## config.mk

```make
export PLATFORM = sky130hd
export DESIGN_NAME = ncd_nco_sync_second_order_comb_decimator
export DESIGN_NICKNAME = d
export VERILOG_FILES = /design/src/ncd_pkg.sv /design/src/ncd_buf.sv /design/src/ncd_nco_sync_second_order_comb_decimator.sv
export SDC_FILE = /design/constraint.sdc
export NUM_CORES = 2
export LEC_CHECK = 0
export ABC_AREA = 1
export BUFFER_PORTS_ARGS = -buffer_cell sky130_fd_sc_hd__clkbuf_2
export CORE_AREA = 2 2 297 299
export DETAILED_ROUTE_END_ITERATION = 10
export DIE_AREA = 0 0 299 301
export GPL_TIMING_DRIVEN = 0
export PLACE_DENSITY = 0.57
export SYNTH_ARGS = -nofsm -noshare
export SYNTH_HDL_FRONTEND = slang
export SYNTH_SLANG_ARGS = --single-unit
```

## constraint.sdc

```tcl
create_clock -name clk -period 6 [get_ports clk]
set_input_delay 0.6 -clock clk [delete_from_list [all_inputs] [get_ports clk]]
set_output_delay 0.6 -clock clk [all_outputs]
set_load 0.01 [all_outputs]
```

## src/ncd_pkg.sv

```systemverilog
`default_nettype none
package ncd_pkg;
  // ==========================================================
  // register offsets, word addresses on the control port
  localparam logic [9:0] OFS_SYNC_CTRL = 10'h300;
  localparam logic [9:0] OFS_SYNC_WINDOW_MASK = 10'h302;
  localparam logic [9:0] OFS_TUNING = 10'h303;
  localparam logic [9:0] OFS_DECIM_CTRL = 10'h305;

  // ==========================================================
  // field positions
  localparam int SYNC_MASTER_BIT = 3;
  localparam int RATIO_LSB = 0;
  localparam int RATIO_W = 5;
  localparam int SCALE_LSB = 8;
  localparam int SCALE_W = 3;

  // ==========================================================
  // reset values and limits
  localparam logic [31:0] SYNC_CTRL_RST = 32'h0000_0000;
  localparam logic [31:0] SYNC_WINDOW_MASK_RST = 32'hffff_ffff;
  localparam logic [31:0] TUNING_RST = 32'h0000_0000;
  localparam logic [4:0] RATIO_RST = 5'h01;
  localparam logic [4:0] RATIO_MIN = 5'h01;
  localparam logic [4:0] RATIO_MAX = 5'h10;
  localparam logic [2:0] SCALE_RST = 3'h0;
  localparam logic [2:0] SCALE_MAX = 3'h6;
  localparam logic [3:0] SCALE_BASE_SHIFT = 4'h2;

  // ==========================================================
  // data widths
  localparam int SAMPLE_W = 16;
  localparam int ACC_W = 24;
  localparam int OUT_W = 22;

  // one translated complex input sample
  typedef struct packed {
    logic signed [SAMPLE_W-1:0] i;
    logic signed [SAMPLE_W-1:0] q;
  } ncd_iq_t;

  // one word of the shared output path
  typedef struct packed {
    logic is_q;
    logic signed [OUT_W-1:0] data;
  } ncd_word_t;
endpackage
`default_nettype wire

```

## src/ncd_buf.sv

```systemverilog
`default_nettype none
// ==========================================================
// two-entry buffer, head entry drives the outputs directly
module ncd_buf #(
  parameter int W = 8
) (
  input wire logic clk,
  input wire logic rst_b,
  input wire logic in_valid,
  output logic in_ready,
  input wire logic [W-1:0] in_data,
  output logic out_valid,
  input wire logic out_ready,
  output logic [W-1:0] out_data
);
  logic [W-1:0] head_q, head_d, spare_q, spare_d;
  logic [1:0] cnt_q, cnt_d;
  logic full_q, full_d, valid_q, valid_d;
  logic push, pop;

  assign in_ready = ~full_q;
  assign out_valid = valid_q;
  assign out_data = head_q;
  assign push = in_valid & ~full_q;
  assign pop = valid_q & out_ready;

  // next entries and occupancy
  always_comb begin
    head_d = head_q;
    spare_d = spare_q;
    cnt_d = cnt_q;
    case (cnt_q)
      2'h0: begin
        if (push) begin
          head_d = in_data;
          cnt_d = 2'h1;
        end
      end
      2'h1: begin
        if (push && pop) begin
          head_d = in_data;
        end else if (push) begin
          spare_d = in_data;
          cnt_d = 2'h2;
        end else if (pop) begin
          cnt_d = 2'h0;
        end
      end
      2'h2: begin
        // full: no push possible, drain spare into head
        if (pop) begin
          head_d = spare_q;
          cnt_d = 2'h1;
        end
      end
      default: cnt_d = 2'h0;
    endcase
    full_d = (cnt_d == 2'h2);
    valid_d = (cnt_d != 2'h0);
  end

  always_ff @(posedge clk) begin
    if (!rst_b) begin
      head_q <= '0;
      spare_q <= '0;
      cnt_q <= 2'h0;
      full_q <= 1'b0;
      valid_q <= 1'b0;
    end else begin
      head_q <= head_d;
      spare_q <= spare_d;
      cnt_q <= cnt_d;
      full_q <= full_d;
      valid_q <= valid_d;
    end
  end
endmodule
`default_nettype wire

```

## src/ncd_nco_sync_second_order_comb_decimator.sv

```systemverilog
`default_nettype none
// Notes on behaviour
// - master-select set: drive sync pulse on sync pin at rising clock edge.
// - master-select clear: sync pin is an input sampled every rising edge.
// - slave holds oscillator without advance while sync input stays high.
// - 32-bit sync window mask register controls synchronisation precision.
// - master pulses when sine lies in mask window around zero crossing, or on a tuning access.
// - slave aligns the masked most-significant phase bits to the master.
// - fractional single real mode: advance phase each edge strobe is high.
// - master forces internal sync on any tuning register write or read.
// - slave generates no internal sync on tuning access, phase continuous.
// - back to master after retune: sync at next zero phase passage.
// - decimator accepts samples at full input rate in every mode.
// - one output per ratio input samples, ratio one to sixteen.
// - I and Q filtered in parallel, then time-multiplexed on one path.
// - response is squared comb-integrator, scaled by two to scale plus two.
// - scale factor zero to six, each step six dB more attenuation.
// - scale factor still applied when ratio one bypasses the stage.
// - diversity mode per-channel rate up to half single-channel maximum.
// - both diversity channels mixed with identical oscillator words.
module ncd_nco_sync_second_order_comb_decimator (
  input wire logic clk,
  input wire logic rst_b,
  input wire logic [9:0] reg_addr,
  input wire logic reg_wr,
  input wire logic reg_rd,
  input wire logic [31:0] reg_wdata,
  output logic [31:0] reg_rdata,
  input wire logic frac_timing_mode,
  input wire logic channel_select,
  input wire logic phase_align_pin_i,
  output logic phase_align_pin_o,
  output logic phase_align_pin_oe_b,
  output logic [31:0] nco_phase,
  input wire logic in_valid,
  input wire ncd_pkg::ncd_iq_t in_sample,
  output logic out_valid,
  input wire logic out_ready,
  output ncd_pkg::ncd_word_t out_word
);
  // ==========================================================
  // control registers
  logic [31:0] ctrl_q, ctrl_d, mask_q, mask_d, tune_q, tune_d, rdata_q, rdata_d;
  logic [4:0] ratio_q, ratio_d;
  logic [2:0] scale_q, scale_d;
  logic tune_access, master;
  assign master = ctrl_q[ncd_pkg::SYNC_MASTER_BIT];
  assign tune_access = (reg_wr || reg_rd) && (reg_addr == ncd_pkg::OFS_TUNING);
  assign reg_rdata = rdata_q;
  // writes, read mux; unmapped offsets read zero
  always_comb begin
    ctrl_d = ctrl_q;
    mask_d = mask_q;
    tune_d = tune_q;
    ratio_d = ratio_q;
    scale_d = scale_q;
    rdata_d = rdata_q;
    if (reg_wr) begin
      case (reg_addr)
        ncd_pkg::OFS_SYNC_CTRL: ctrl_d = reg_wdata;
        ncd_pkg::OFS_SYNC_WINDOW_MASK: mask_d = reg_wdata;
        ncd_pkg::OFS_TUNING: tune_d = reg_wdata;
        ncd_pkg::OFS_DECIM_CTRL: begin
          ratio_d = reg_wdata[ncd_pkg::RATIO_LSB +: ncd_pkg::RATIO_W];
          scale_d = reg_wdata[ncd_pkg::SCALE_LSB +: ncd_pkg::SCALE_W];
        end
        default: ;
      endcase
    end
    if (reg_rd) begin
      case (reg_addr)
        ncd_pkg::OFS_SYNC_CTRL: rdata_d = ctrl_q;
        ncd_pkg::OFS_SYNC_WINDOW_MASK: rdata_d = mask_q;
        ncd_pkg::OFS_TUNING: rdata_d = tune_q;
        ncd_pkg::OFS_DECIM_CTRL: begin
          rdata_d = 32'h0;
          rdata_d[ncd_pkg::RATIO_LSB +: ncd_pkg::RATIO_W] = ratio_q;
          rdata_d[ncd_pkg::SCALE_LSB +: ncd_pkg::SCALE_W] = scale_q;
        end
        default: rdata_d = 32'h0;
      endcase
    end
  end

  always_ff @(posedge clk) begin
    if (!rst_b) begin
      ctrl_q <= ncd_pkg::SYNC_CTRL_RST;
      mask_q <= ncd_pkg::SYNC_WINDOW_MASK_RST;
      tune_q <= ncd_pkg::TUNING_RST;
      ratio_q <= ncd_pkg::RATIO_RST;
      scale_q <= ncd_pkg::SCALE_RST;
      rdata_q <= 32'h0;
    end else begin
      ctrl_q <= ctrl_d;
      mask_q <= mask_d;
      tune_q <= tune_d;
      ratio_q <= ratio_d;
      scale_q <= scale_d;
      rdata_q <= rdata_d;
    end
  end

  // ==========================================================
  // pin synchronisers, first stage read only by the second
  logic sync_m_q, sync_s_q, ab_m_q, ab_s_q;
  always_ff @(posedge clk) begin
    if (!rst_b) begin
      sync_m_q <= 1'b0;
      sync_s_q <= 1'b0;
      ab_m_q <= 1'b0;
      ab_s_q <= 1'b0;
    end else begin
      sync_m_q <= phase_align_pin_i;
      sync_s_q <= sync_m_q;
      ab_m_q <= channel_select;
      ab_s_q <= ab_m_q;
    end
  end

  // ==========================================================
  // oscillator phase and sync pin
  logic [31:0] phase_q, phase_d, phase_adv;
  logic pin_o_q, pin_o_d, pin_oe_b_q, pin_oe_b_d, advance, crossing;
  assign phase_adv = phase_q + tune_q;
  assign phase_align_pin_o = pin_o_q;
  assign phase_align_pin_oe_b = pin_oe_b_q;
  assign nco_phase = phase_q;
  // one shared phase word for both channels
  always_comb begin
    // fractional timing steps on strobe level, else on each sample
    advance = frac_timing_mode ? ab_s_q : in_valid;
    // masked phase wrapped past zero during this step
    crossing = advance && ((phase_adv & mask_q) < (phase_q & mask_q));
    phase_d = phase_q;
    pin_o_d = 1'b0;
    // drive pin while master; release it as slave
    pin_oe_b_d = ~master;
    if (master) begin
      if (tune_access) begin
        // tuning access forces an internal sync
        phase_d = 32'h0;
        pin_o_d = 1'b1;
      end else begin
        if (advance) begin
          phase_d = phase_adv;
        end
        // after retune, pulse at next zero passage
        pin_o_d = crossing;
      end
    end else if (sync_s_q) begin
      // hold oscillator while sync stays high
      // align masked msbs to the master's zero phase
      phase_d = phase_q & ~mask_q;
    end else if (advance) begin
      // slave keeps phase on tuning access
      phase_d = phase_adv;
    end
  end

  always_ff @(posedge clk) begin
    if (!rst_b) begin
      phase_q <= 32'h0;
      pin_o_q <= 1'b0;
      pin_oe_b_q <= 1'b1;
    end else begin
      phase_q <= phase_d;
      pin_o_q <= pin_o_d;
      pin_oe_b_q <= pin_oe_b_d;
    end
  end

  // ==========================================================
  // second order comb decimator
  localparam int EXT_W = ncd_pkg::ACC_W - ncd_pkg::SAMPLE_W;
  // shift down by scale plus base, keep output width
  function automatic logic [ncd_pkg::OUT_W-1:0] cic_scale(
    input logic signed [ncd_pkg::ACC_W-1:0] v,
    input logic [2:0] s
  );
    logic signed [ncd_pkg::ACC_W-1:0] t;
    t = v >>> ({1'b0, s} + ncd_pkg::SCALE_BASE_SHIFT);
    return t[ncd_pkg::OUT_W-1:0];
  endfunction
  // out-of-range settings clamp to the nearest legal value
  function automatic logic [4:0] clamp_ratio(input logic [4:0] r);
    return (r < ncd_pkg::RATIO_MIN) ? ncd_pkg::RATIO_MIN :
      ((r > ncd_pkg::RATIO_MAX) ? ncd_pkg::RATIO_MAX : r);
  endfunction
  logic signed [ncd_pkg::ACC_W-1:0] xi, xq;
  logic signed [ncd_pkg::ACC_W-1:0] i1_q, i1_d, i2_q, i2_d, q1_q, q1_d, q2_q, q2_d;
  logic signed [ncd_pkg::ACC_W-1:0] di1_q, di1_d, di2_q, di2_d, dq1_q, dq1_d, dq2_q, dq2_d;
  logic signed [ncd_pkg::ACC_W-1:0] ci1, ci2, cq1, cq2;
  logic [4:0] cnt_q, cnt_d, ratio_eff;
  logic [2:0] scale_eff;
  logic fire;
  assign xi = {{EXT_W{in_sample.i[ncd_pkg::SAMPLE_W-1]}}, in_sample.i};
  assign xq = {{EXT_W{in_sample.q[ncd_pkg::SAMPLE_W-1]}}, in_sample.q};
  assign ratio_eff = clamp_ratio(ratio_q);
  assign scale_eff = (scale_q > ncd_pkg::SCALE_MAX) ? ncd_pkg::SCALE_MAX : scale_q;
  // one sample per clock accepted, no stall on the input
  // I and Q run in parallel integrator/comb pairs
  always_comb begin
    i1_d = i1_q;
    i2_d = i2_q;
    q1_d = q1_q;
    q2_d = q2_q;
    di1_d = di1_q;
    di2_d = di2_q;
    dq1_d = dq1_q;
    dq2_d = dq2_q;
    cnt_d = cnt_q;
    fire = 1'b0;
    // wrap-around sums, width covers ratio squared growth
    ci1 = i2_q + i1_q + xi - di1_q;
    ci2 = ci1 - di2_q;
    cq1 = q2_q + q1_q + xq - dq1_q;
    cq2 = cq1 - dq2_q;
    if (in_valid) begin
      i1_d = i1_q + xi;
      i2_d = i2_q + i1_d;
      q1_d = q1_q + xq;
      q2_d = q2_q + q1_d;
      // one output every ratio input samples
      if (cnt_q >= ratio_eff - 5'h01) begin
        cnt_d = 5'h00;
        fire = 1'b1;
        // two comb sections with ratio delay
        di1_d = i2_d;
        di2_d = ci1;
        dq1_d = q2_d;
        dq2_d = cq1;
      end else begin
        cnt_d = cnt_q + 5'h01;
      end
    end
  end

  always_ff @(posedge clk) begin
    if (!rst_b) begin
      i1_q <= '0;
      i2_q <= '0;
      q1_q <= '0;
      q2_q <= '0;
      di1_q <= '0;
      di2_q <= '0;
      dq1_q <= '0;
      dq2_q <= '0;
      cnt_q <= 5'h00;
    end else begin
      i1_q <= i1_d;
      i2_q <= i2_d;
      q1_q <= q1_d;
      q2_q <= q2_d;
      di1_q <= di1_d;
      di2_q <= di2_d;
      dq1_q <= dq1_d;
      dq2_q <= dq2_d;
      cnt_q <= cnt_d;
    end
  end

  // ==========================================================
  // shared output path: I word then Q word into the buffer
  typedef enum logic [1:0] {MUX_IDLE, MUX_SEND_I, MUX_SEND_Q} ncd_mux_t;
  ncd_mux_t mux_q, mux_d;
  logic [ncd_pkg::OUT_W-1:0] oi_q, oi_d, oq_q, oq_d;
  ncd_pkg::ncd_word_t buf_in;
  logic buf_in_valid, buf_in_ready;
  // a new pair arriving before Q leaves replaces the pending pair
  always_comb begin
    mux_d = mux_q;
    oi_d = oi_q;
    oq_d = oq_q;
    buf_in_valid = 1'b0;
    buf_in.is_q = 1'b0;
    buf_in.data = oi_q;
    case (mux_q)
      MUX_IDLE: ;
      MUX_SEND_I: begin
        buf_in_valid = 1'b1;
        if (buf_in_ready) begin
          mux_d = MUX_SEND_Q;
        end
      end
      MUX_SEND_Q: begin
        buf_in_valid = 1'b1;
        buf_in.is_q = 1'b1;
        buf_in.data = oq_q;
        if (buf_in_ready) begin
          mux_d = MUX_IDLE;
        end
      end
      default: mux_d = MUX_IDLE;
    endcase
    if (fire) begin
      // clamped scale; applied also at ratio one
      oi_d = cic_scale(ci2, scale_eff);
      oq_d = cic_scale(cq2, scale_eff);
      mux_d = MUX_SEND_I;
    end
  end

  always_ff @(posedge clk) begin
    if (!rst_b) begin
      mux_q <= MUX_IDLE;
      oi_q <= '0;
      oq_q <= '0;
    end else begin
      mux_q <= mux_d;
      oi_q <= oi_d;
      oq_q <= oq_d;
    end
  end
  ncd_buf #(
    .W($bits(ncd_pkg::ncd_word_t))
  ) u_buf (
    .clk(clk),
    .rst_b(rst_b),
    .in_valid(buf_in_valid),
    .in_ready(buf_in_ready),
    .in_data(buf_in),
    .out_valid(out_valid),
    .out_ready(out_ready),
    .out_data(out_word)
  );
endmodule
`default_nettype wire

```

==> results by group <==
Setup path
  • CP delay by family, top: adder cells
  • Worst setup SP type: flop
  • Cell mode on critical path: nand2_1
  • Crit path buffers/inverters: 3
  • Setup CP Type: flop to flop
  • R2R Setup Slk: 0.41 ns
  • Worst-path maximum fanout: 6
  • Worst setup EP type: flop
  • WP data arrival: 6.15 ns
  • Worst Path Required: 6.56 ns
  • Critical Path Slowest Stage Cell: fa_1
  • CP max stage delay: 0.52 ns

Placed design
  • Dpl hpwl: 97900 um
  • Placer congestion estimate: 0.948
  • Port bufs: 171

Finish
  • Layout Utilization: 0.449
  • Syn-to-layout area delta: 12.8%
  • Most common cell after layout, fill and taps aside: nand2_1
  • Final net count: 5700
  • Share of post-route cells with drive strength above 1: 0.0703
  • Commonest non-fill, non-tap cells in the layout: 963 x nand2_1, 772 x inv_1, 494 x a21oi_1, 466 x dfxtp_1, 430 x o21ai_0

Synth
  • Async S/R FF share, synth: 0
  • Ys Warns: 0
  • Number of synthesized flops with an enable pin: 0
  • Top_reg_cell synth: dfxtp_1
  • Register bit total from synthesis: 467
  • Post-Synthesis Cells: 5027
  • Synth Net Count: 5467
  • Cell Area, Synth: 34400 um2
  • Post-Syn Area per Cell: 6.84 um2
  • Seq/Total Area, Yosys: 0.272
  • Synth cell types: 59

Job
  • MaxCap Viol Count: 0

Route
  • Routed via count: 34.3k
  • WL per Instance: 19.0 um
  • DRC viols: 0
  • Via density: 5.31
  • Initial drt markers: 3056
  • Routed Antenna Nets: 0
  • Total Wirelength: 123000 um
  • Router iterations before antenna repair: 6

STA
  • Max-Slew Margin vs Limit: 0.0112
  • Final Hold Fails: 0
  • Fmax: 179 MHz
  • Part of the cycle the worst path needs: 0.931
  • RSZ-0062 raised after global routing: no
  • Max Slew Vio Count: 0
  • Setup TNS: 0 ns
  • Final-report setup violation count: 0
  • Skew final: 0.0301 ns
  • Min Tclk post-route: 5.59 ns
  • Least-Margin Pin Slew: 1.48 ns

Floorplan
  • Initial Utilization: 0.398
  • Die height: 301 um
  • Num ports: 173
  • Core Box Area: 86500 um2
  • Row count: 108
  • Die area: 90000 um2
  • Die width: 299 um

Status
  • Status: finished clean

Clock tree
  • Clock root buffer: clkbuf_16
  • TritonCTS buffer count: 59
  • CTS tree: yes
  • CTS sink cnt: 467
  • Worst-path clk slew: 0.06 ns
  • H-tree levels: 2
  • Latest clock arrival within the worst-skew pair: 0.64 ns
  • Clock tree buffer depth: 3

Min path
  • Hold Path Class: input pin to flop

Global route
  • Gr usage total: 0.267
  • Initial antenna violation count: 6
  • Vias in the first global route: 32.2k
  • First-pass GRT wire length: 188000 um
  • Remaining global-route overflow: 0
  • Largest net degree at the start of global routing: 16
-- stage by stage --
step / area [um2] / instances / hold slack, ns / worst slack, ns
2_1_floorplan: 34400 / 5027 / 0.390 / 0.852
3_3_place_gp: 36700 / 6353 / 0.398 / -0.0900
3_5_place_dp: 36700 / 6353 / 0.396 / -0.129
4_1_cts: 38800 / 6461 / 0.179 / 0.0620
5_1_grt: 38800 / 6465 / 0.199 / 0.00331
6_report: 38800 / 6465 / 0.214 / 0.411
-- registers in the layout, summed over array words and instances (netlist names), 32 cells and up --
signal,cells
nco_phase,32
tune_q,32
reg_rdata,32
ctrl_q,32
mask_q,32
-- logic make-up after synthesis --
logic type	count (synthesis)	synth area share
simple gates	1791	0.218
compound gates	1270	0.206
buf+inv	968	0.108
flops	467	0.272
fa+ha+maj	357	0.151
xor+xnor	157	0.0400
mux	17	0.00495
-- final timing paths --
path	start	endpoint	cells after the start
setup / recovery	i1_q[8]$_SDFFE_PN0P_	oi_q[11]$_SDFFE_PN0P_	29
hold / removal	reg_wdata[25]	mask_q[25]$_SDFFE_PN1P_	3
setup reg to reg	i1_q[8]$_SDFFE_PN0P_	oi_q[11]$_SDFFE_PN0P_	29
hold reg to reg	sync_m_q$_SDFF_PN0_	sync_s_q$_SDFF_PN0_	2
-- repair_timing --
action / in CTS / in global routing
setup buffers: 0 / 1
hold buffers: 0 / 0
setup endpoints to repair: 0 / 26
resized for setup: 0 / 14
-- layer usage --
layer	part of all wire	up-vias	GRT usage	wire (um)
li1	-	17100	-	-
met5	0	-	0	0
met3	0.062	158	0.0270	7690
met1	0.47	16000	0.380	57900
met2	0.44	1088	0.430	54600
met4	0.024	0	0.0725	3000
-- cell usage after synthesis, types with 14 or more instances --
cell / number / area (um2)
fa_1: 99 / 1980
nand2_1: 963 / 3610
nor3_1: 37 / 185
inv_1: 772 / 2900
o21bai_1: 25 / 188
a31oi_1: 49 / 307
o22ai_1: 65 / 407
clkbuf_1: 125 / 469
nor2_1: 352 / 1320
nand4_1: 56 / 350
nand3_1: 316 / 1580
a21o_1: 23 / 173
o21ai_1: 19 / 95.1
a211oi_1: 27 / 203
buf_2: 33 / 165
mux2i_1: 17 / 170
buf_1: 18 / 67.6
dfxtp_1: 467 / 9350
o21a_1: 14 / 105
xnor2_1: 57 / 499
ha_1: 258 / 3230
nor4_1: 14 / 87.6
o21ai_0: 431 / 2160
a21oi_1: 494 / 2470
or2_2: 18 / 113
xor2_1: 100 / 876
o211ai_1: 80 / 601
-- area by class of cell --
type                       count  area, um2
fill                        9127      47700
clock inverter                24        359
timing repair buffer         172        863
buffer                       184        764
clock buffer                  84       1690
multi-input combinational   3592      21400
inverter                     784       2940
tap                         1155       1450
sequential                   467       9350
antenna                        3       7.51
-- worst reg2reg max path, delay by kind of cell (launching register included) --
family / cells / cell delay, ns
AO/OA/AOI/OAI: 9 / 1.63
adder cells (fa/ha/maj): 4 / 1.79
buffers and inverters: 3 / 0.17
flip-flops: 1 / 0.33
AND/OR/NAND/NOR: 13 / 1.63
Power is left out: the tool's default activity adds up to more than one toggle a clock period on the data nets, which glitch-free logic cannot reach.
